**src/design/adcsc_map.svh**
```systemverilog
`ifndef ADCSC_MAP_SVH
`define ADCSC_MAP_SVH
// ----------------------------------------
// register byte offsets
// ----------------------------------------
`define ADCSC_OFS_RES_A_HI 4'h0
`define ADCSC_OFS_RES_A_LO 4'h2
`define ADCSC_OFS_RES_B_HI 4'h4
`define ADCSC_OFS_RES_B_LO 4'h6
`define ADCSC_OFS_RES_C_HI 4'h8
`define ADCSC_OFS_RES_C_LO 4'ha
`define ADCSC_OFS_RES_D_HI 4'hc
`define ADCSC_OFS_RES_D_LO 4'he
`define ADCSC_OFS_CSR 5'h10
`define ADCSC_OFS_TRG 5'h12
// ----------------------------------------
// control/status fields
// ----------------------------------------
`define ADCSC_CSR_DONE 7
`define ADCSC_CSR_IRQEN 6
`define ADCSC_CSR_GO 5
`define ADCSC_CSR_MULTI 4
`define ADCSC_CSR_TSEL 3
`define ADCSC_CSR_RESET 8'h00
// ----------------------------------------
// trigger control fields
// ----------------------------------------
`define ADCSC_TRG_EN_HI 7
`define ADCSC_TRG_EN_LO 6
`define ADCSC_TRG_CYCLIC 5
`define ADCSC_TRG_RESET 8'h07
`define ADCSC_TRG_ONES 3'h7
// ----------------------------------------
// timing, in converter states
// ----------------------------------------
`define ADCSC_TCONV_SLOW 536
`define ADCSC_TCONV_FAST 266
`endif

```
**src/design/adcsc_pkg.sv**
```systemverilog
package adcsc_pkg;
    typedef enum logic [1:0] {
        ADCSC_IDLE = 2'b00,
        ADCSC_WAIT = 2'b01,
        ADCSC_NEXT = 2'b10
    } adcsc_state_t;
    typedef enum logic [1:0] {
        ADCSC_SINGLE = 2'b00,
        ADCSC_MULTI = 2'b01,
        ADCSC_SCAN = 2'b11,
        ADCSC_UNDEF = 2'b10
    } adcsc_mode_t;
endpackage

```
**src/design/adcsc_top.sv**
```systemverilog
// Overview of operation
// RULE1 - result msbs upper byte, lsbs bits 7:6
// RULE2 - lower byte bits 5:0 read zero
// RULE3 - results cleared by reset and standby
// RULE4 - group position selects result a to d
// RULE5 - done flag set at sequence end
// RULE6 - clear done by read-one then write-zero
// RULE7 - dma result read clears done flag
// RULE8 - irq enable gates conversion end request
// RULE9 - software changes irq enable only idle
// RULE10 - single mode go self clears at end
// RULE11 - multi mode go clears after all channels
// RULE12 - scan repeats until go cleared
// RULE13 - external trigger sets go like software
// RULE14 - mode from multi and cyclic bits
// RULE15 - time select 536 or 266 states
// RULE16 - software stops before changing selection
// RULE17 - single mode channel field picks input
// RULE18 - multi group bit and channel count
// RULE19 - both trigger enables arm falling edge
// RULE20 - software changes trigger enables only idle
// RULE21 - trigger reg bits 4:3 zero, 2:0 one
// RULE22 - control resets 00, trigger 07
// RULE23 - upper byte read latches lower byte
// RULE24 - scan pass sets done and restarts
// RULE25 - irq is done and enable, held
`include "adcsc_map.svh"
module adcsc_top
    import adcsc_pkg::*;
#(
    parameter int RES_W = 10
) (
    input wire logic core_clk,
    input wire logic rst_b,
    input wire logic standby,
    input wire logic [4:0] bus_addr,
    input wire logic bus_rd,
    input wire logic bus_wr,
    input wire logic [7:0] bus_wdata,
    output logic [7:0] bus_rdata,
    input wire logic dma_read,
    input wire logic ext_trigger_pin,
    output logic conv_req,
    output logic [2:0] conv_chan,
    output logic conv_time_sel,
    input wire logic conv_ack,
    input wire logic [RES_W-1:0] conv_data,
    output logic conv_end_irq
);
    // ----------------------------------------
    // state
    // ----------------------------------------
    adcsc_state_t state, next_state;
    logic [7:0] csr, next_csr;
    logic [2:0] trg, next_trg;
    logic [RES_W-1:0] res [4];
    logic [RES_W-1:0] next_res [4];
    logic [7:0] hold, next_hold;
    logic [1:0] pos, next_pos;
    logic trig_q, next_trig_q;
    logic done_seen, next_done_seen;
    logic [7:0] next_rdata;
    logic next_req;
    logic [2:0] next_chan;
    logic next_irq;
    adcsc_mode_t mode;
    logic fall, go_set, go_now, last;
    logic [2:0] cur_chan;
    logic [7:0] trg_rd;
    localparam logic [7:0] TRG_RST = `ADCSC_TRG_RESET;

    // trg holds bits 7:5, so trg[0] is the cyclic bit
    assign mode = adcsc_mode_t'({trg[0], csr[`ADCSC_CSR_MULTI]}); // RULE14
    // only the 11 enable pair arms the pin; mixed pairs stay disarmed
    assign fall = trig_q & ~ext_trigger_pin & trg[2] & trg[1]; // RULE19
    assign go_set = (bus_wr && bus_addr == `ADCSC_OFS_CSR
        && bus_wdata[`ADCSC_CSR_GO]) || fall; // RULE13
    assign cur_chan = (mode == ADCSC_SINGLE) ? csr[2:0]
        : {csr[2], pos}; // RULE17 RULE18
    assign last = (mode == ADCSC_SINGLE) || (pos == csr[1:0]); // RULE18
    assign trg_rd = {trg, 2'b00, `ADCSC_TRG_ONES}; // RULE21
    assign go_now = csr[`ADCSC_CSR_GO];

    // ----------------------------------------
    // next state
    // ----------------------------------------
    always_comb begin
        next_state = state;
        next_csr = csr;
        next_trg = trg;
        next_hold = hold;
        next_pos = pos;
        next_done_seen = done_seen;
        next_trig_q = ext_trigger_pin;
        next_rdata = 8'h00;
        for (int i = 0; i < 4; i++) begin
            next_res[i] = res[i];
        end
        // register reads; upper byte read latches lower byte
        if (bus_rd) begin
            case (bus_addr)
                `ADCSC_OFS_CSR: begin
                    next_rdata = csr;
                    next_done_seen = csr[`ADCSC_CSR_DONE]; // RULE6
                end
                `ADCSC_OFS_TRG: next_rdata = trg_rd;
                default: begin
                    if (bus_addr[4] == 1'b0 && bus_addr[0] == 1'b0) begin
                        if (bus_addr[1] == 1'b0) begin
                            next_rdata = res[bus_addr[3:2]][RES_W-1:2]; // RULE1
                            next_hold = {res[bus_addr[3:2]][1:0],
                                6'h00}; // RULE23 RULE2
                        end else begin
                            next_rdata = hold; // RULE23
                        end
                    end
                end
            endcase
        end
        if (bus_wr && bus_addr == `ADCSC_OFS_CSR) begin
            next_csr[6:0] = bus_wdata[6:0];
            // a write of one to the flag is ignored
            if (!bus_wdata[`ADCSC_CSR_DONE] && done_seen) begin
                next_csr[`ADCSC_CSR_DONE] = 1'b0; // RULE6
                next_done_seen = 1'b0;
            end
        end
        if (bus_wr && bus_addr == `ADCSC_OFS_TRG) begin
            next_trg = bus_wdata[7:5]; // RULE21
        end
        if (dma_read) begin
            next_csr[`ADCSC_CSR_DONE] = 1'b0; // RULE7
        end
        if (fall) begin
            next_csr[`ADCSC_CSR_GO] = 1'b1; // RULE13
        end
        case (state)
            ADCSC_IDLE: begin
                next_pos = 2'b00;
                if (go_set && mode != ADCSC_UNDEF) begin
                    next_state = ADCSC_WAIT;
                end
            end
            ADCSC_WAIT: begin
                if (!go_now) begin
                    next_state = ADCSC_IDLE; // RULE12
                end else if (conv_ack) begin
                    next_res[(mode == ADCSC_SINGLE) ? csr[1:0] : pos] =
                        conv_data; // RULE4 RULE1
                    if (last) begin
                        // set beats a dma or write-zero clear in the same cycle; standby still wins
                        next_csr[`ADCSC_CSR_DONE] = 1'b1; // RULE5
                        next_done_seen = 1'b0;
                        next_pos = 2'b00;
                        if (mode == ADCSC_SCAN) begin
                            next_state = ADCSC_NEXT; // RULE24
                        end else begin
                            next_csr[`ADCSC_CSR_GO] = 1'b0; // RULE10 RULE11
                            next_state = ADCSC_IDLE;
                        end
                    end else begin
                        next_pos = pos + 2'b01;
                        next_state = ADCSC_NEXT;
                    end
                end
            end
            ADCSC_NEXT: begin
                // one gap cycle so the core sees request drop
                next_state = go_now ? ADCSC_WAIT : ADCSC_IDLE; // RULE12
            end
            default: next_state = ADCSC_IDLE;
        endcase
        // standby clears state, control, trigger, position and results like a reset
        if (standby) begin
            next_state = ADCSC_IDLE;
            next_csr = `ADCSC_CSR_RESET; // RULE22
            next_trg = TRG_RST[7:5]; // RULE22
            next_pos = 2'b00;
            next_done_seen = 1'b0;
            for (int i = 0; i < 4; i++) begin
                next_res[i] = '0; // RULE3
            end
        end
    end

    always_comb begin
        next_req = (next_state == ADCSC_WAIT);
        next_chan = (next_trg[0] == 1'b0 && !next_csr[`ADCSC_CSR_MULTI])
            ? next_csr[2:0] : {next_csr[2], next_pos}; // RULE17 RULE18
        next_irq = next_csr[`ADCSC_CSR_DONE]
            & next_csr[`ADCSC_CSR_IRQEN]; // RULE8 RULE25
    end

    // ----------------------------------------
    // registers
    // ----------------------------------------
    always_ff @(posedge core_clk or negedge rst_b) begin
        if (!rst_b) begin
            state <= ADCSC_IDLE;
            csr <= `ADCSC_CSR_RESET; // RULE22
            trg <= 3'h0;
            hold <= 8'h00;
            pos <= 2'b00;
            trig_q <= 1'b1;
            done_seen <= 1'b0;
            bus_rdata <= 8'h00;
            conv_req <= 1'b0;
            conv_chan <= 3'h0;
            conv_time_sel <= 1'b0;
            conv_end_irq <= 1'b0;
            for (int i = 0; i < 4; i++) begin
                res[i] <= '0; // RULE3
            end
        end else begin
            state <= next_state;
            csr <= next_csr;
            trg <= next_trg;
            hold <= next_hold;
            pos <= next_pos;
            trig_q <= next_trig_q;
            done_seen <= next_done_seen;
            bus_rdata <= next_rdata;
            conv_req <= next_req;
            conv_chan <= next_chan;
            conv_time_sel <= next_csr[`ADCSC_CSR_TSEL]; // RULE15
            conv_end_irq <= next_irq;
            for (int i = 0; i < 4; i++) begin
                res[i] <= next_res[i];
            end
        end
    end
endmodule

```
**config.mk**
```make
export PLATFORM = sky130hd
export DESIGN_NAME = adcsc_top
export DESIGN_NICKNAME = d
export VERILOG_FILES = /design/src/design/adcsc_pkg.sv /design/src/design/adcsc_top.sv
export VERILOG_INCLUDE_DIRS = /design/src /design/src/design
export SDC_FILE = /design/constraint.sdc
export NUM_CORES = 1
export LEC_CHECK = 0
export BUFFER_PORTS_ARGS = -buffer_cell sky130_fd_sc_hd__buf_2
export CAP_MARGIN = 20
export CORE_AREA = 3 3 85 87
export CTS_CLUSTER_SIZE = 16
export DETAILED_ROUTE_END_ITERATION = 16
export DIE_AREA = 0 0 88 90
export PLACE_DENSITY = 0.73
export SETUP_SLACK_MARGIN = 0.5
export SYNTH_ARGS = -nofsm -noshare
export SYNTH_HDL_FRONTEND = slang
export SYNTH_SLANG_ARGS = --single-unit
export TNS_END_PERCENT = 10
```
**constraint.sdc**
```tcl
create_clock -name core_clk -period 1.7 [get_ports core_clk]
set_input_delay 0.255 -clock core_clk [delete_from_list [all_inputs] [get_ports core_clk]]
set_output_delay 0.255 -clock core_clk [all_outputs]
set_load 0.01 [all_outputs]
```
==> impl_metrics.yaml <==
finish:
  layout_commonest_cell: "dfrtp_1"
  drive_gt1_frac: 0.407
  finalNetCount: 390
  antenna_cells: 0
  fin_cells: 441
  area_delta_synth_final_pct: 30.2
  final_cell_mix: "dfrtp_1 (67), mux2i_1 (51), nor2_1 (51), buf_2 (42), buf_4 (27)"
  final_area_sq_um: 4370
floorplanning:
  initial_utilization: 0.522
  chipHeight_microns: 90
  die_x_microns: 88
  fp-row-count: 29
  design.core.area_sq_um: 6420
  io_pins: 45
  fp.dieArea_sq_um: 7920
yosys:
  synth_top_cell_by_area: "dfrtp_1"
  synth_nets: 316
  synth_area_leaders: "dfrtp_1 (52%), mux2i_1 (16%), mux4_2 (6.7%)"
  synth_edf_count: 0
  seq_area_frac_synth: 0.530
  avgSynthCellArea_sq_um: 11.8
  synth_area_sq_um: 3350
  synth_cell_types: 38
  yosysWarnings: 0
  syn_inst: 285
  ys.flop_type: "dfrtp_1"
  synth.top_cell.area_share: 0.522
  async_flop_share: 1.00
  ys_seq_elements: 71
clocking:
  clock_path_buffers: 2
  clock_sinks: 71
  cts_max_level: 3
  tritoncts: "built"
  clkSlewWorstSetupHoldPaths_ns: 0.08
  numCtsBuffers: 9
  clock_latency_ns: 0.35
  clk_root_buffer_cell: "clkbuf_8"
worst_setup_path:
  crit_arrival_ns: 1.92
  path_cells: "nor2_4 -> mux2i_4 -> nor3b_4 -> buf_6 -> mux2i_1 -> nor2_1"
  critPathSlowestCell: "dfrtp_1"
  cp-end-kind: "register"
  start_kind: "register"
  critPathMaxFanout: 6
  crit_type: "register to register"
  cp_slowest_stage_delay_ns: 0.41
  reg2reg_slack_ns: 0.01
  required_ns: 1.94
power:
  power_switching_mw: 0.775
  power_frac_seq: 0.501
  p_leak_nw: 2.04
  peakVddDrop_v: 0.000547
  p_clk_frac: 0.434
  p_sw_frac: 0.229
  p_int_mw: 2.61
  p_total_mw: 3.39
  combPwrFrac: 0.065
  powerDensity_nw_per_um2: 775
timing:
  timing.final.crit_share: 0.992
  period_needed_ns: 1.69
  grt_setup_unrepaired: "true"
  slew_viol_final: 0
  max_freq_mhz: 593
  setup_viol: 0
  relSlewSlack: 0.737
  hold_viol: 0
  worst_pin_slew_ns: 0.394
  clock_skew_ns: 0.00855
global_route:
  grt_use_total: 0.207
  grt_pass1_vias: 2503
  grt_max_degree: 30
  grt_pass1_wl_microns: 12600
  grt_overflow: 0
  antenna_found_initial: 0
route:
  via_per_inst: 5.52
  num_vias: 2434
  dr.pass1.iters: 4
  drt_iter0_markers: 92
  wirelength_microns: 7840
  routedWlPerCell_microns: 17.8
  ant_nets: 0
  drc: 0
min_path:
  min_path_type: "input pin to register"
placement:
  placed_area_sq_um: 3910
  portBuffers: 44
  dp_cells: 422
  dp_hpwl_microns: 5590
  place.gp.congestion: 0.811
status:
  status: "finished, final reports clean"
run:
  cap_viol_max_count: 0
-- cells by family (layout without fill, tap and decap cells) --
group / count (synthesis) / count (layout) / share of synthesized area
AND/OR/NAND/NOR: 96 / 96 / 0.141
flip-flops: 71 / 71 / 0.530
multiplexers: 69 / 69 / 0.245
AO/OA/AOI/OAI: 27 / 27 / 0.0507
buffers and inverters: 20 / 99 / 0.0280
XOR/XNOR: 2 / 2 / 0.00522
-- through the flow --
step                hold WS (ns)  utilization  TNS (ns)  setup slack (ns)
floorplan                -0.0406            -    -0.800            -0.143
global placement           0.195        0.608     -1.04            -0.223
detailed placement         0.197        0.608     -1.28            -0.258
CTS                      0.00109        0.649         0            0.0392
global route               0.108        0.680     -1.78            -0.105
finish                     0.120        0.680         0            0.0132
-- layout make-up --
class                      count  area [sq um]
clock buffer                   9           124
clock inverter                 7          97.6
fill                         466          2060
inverter                       2          7.51
multi-input combinational    194          1680
sequential                    71          1780
tap                           77          96.3
timing repair buffer          81           584
-- cells in the mapped netlist, drive strengths merged, types with 3 or more instances --
library cell	instances
nor2	53
a21oi	6
a22oi	3
nor3	3
a31oi	3
buf	8
mux2i	54
mux2	5
o21ai	5
nand2	12
clkbuf	10
nand2b	6
nand3b	4
dfrtp	70
nor2b	5
mux4	10
a21boi	4
-- sequential cells by signal (all words and copies together), names as in the netlist --
name	count
conv_end_irq	1
done_seen	1
csr	8
hold	2
conv_chan	2
state	2
conv_req	1
trig_q	1
trg	3
pos	2
bus_rdata	8
res	40
-- final timing paths --
path                           from  endpoint  depth (start not counted)
min in group asynchronous     rst_b  state[1]                          2
setup / recovery             csr[4]   res[22]                          6
setup reg to reg             csr[4]   res[22]                          6
max in group asynchronous     rst_b    csr[2]                          3
hold / removal             conv_ack  state[1]                          2
hold reg to reg             hold[7]   hold[7]                          1
-- worst max-delay path: cells and delay by family (launching register included) --
family                 cells  cell delay [ns]
buffers and inverters      1             0.17
DFF                        1             0.41
muxes                      2             0.49
and+or+nand+nor            3             0.50
-- what timing repair did --
action / in CTS / in global routing
setup buffers: 1 / 0
endpoints found under the hold margin: 10 / 1
setup endpoints to repair: 59 / 62
pin swaps: 2 / 28
hold buffers: 1 / 1
resized for setup: 5 / 47
-- routing by layer --
metal / routed length (microns) / track usage / vias up
met4: 162 / 0.0806 / 0
li1: - / - / 1156
met1: 3410 / 0.281 / 1202
met2: 3870 / 0.320 / 62
met5: 0 / 0 / -
met3: 396 / 0.0494 / 14
-- power by group through the flow --
stage / clock network [mW] / logic (mW) / registers (mW)
after global placement: 0 / 0.201 / 1.73
final: 1.47 / 0.219 / 1.70
after global routing: 1.58 / 0.240 / 1.70
after floorplan: 0 / 0.0697 / 1.73
after detailed placement: 0 / 0.203 / 1.73
after CTS: 1.50 / 0.207 / 1.70
No activity file was read; power rests on OpenSTA's default activity.
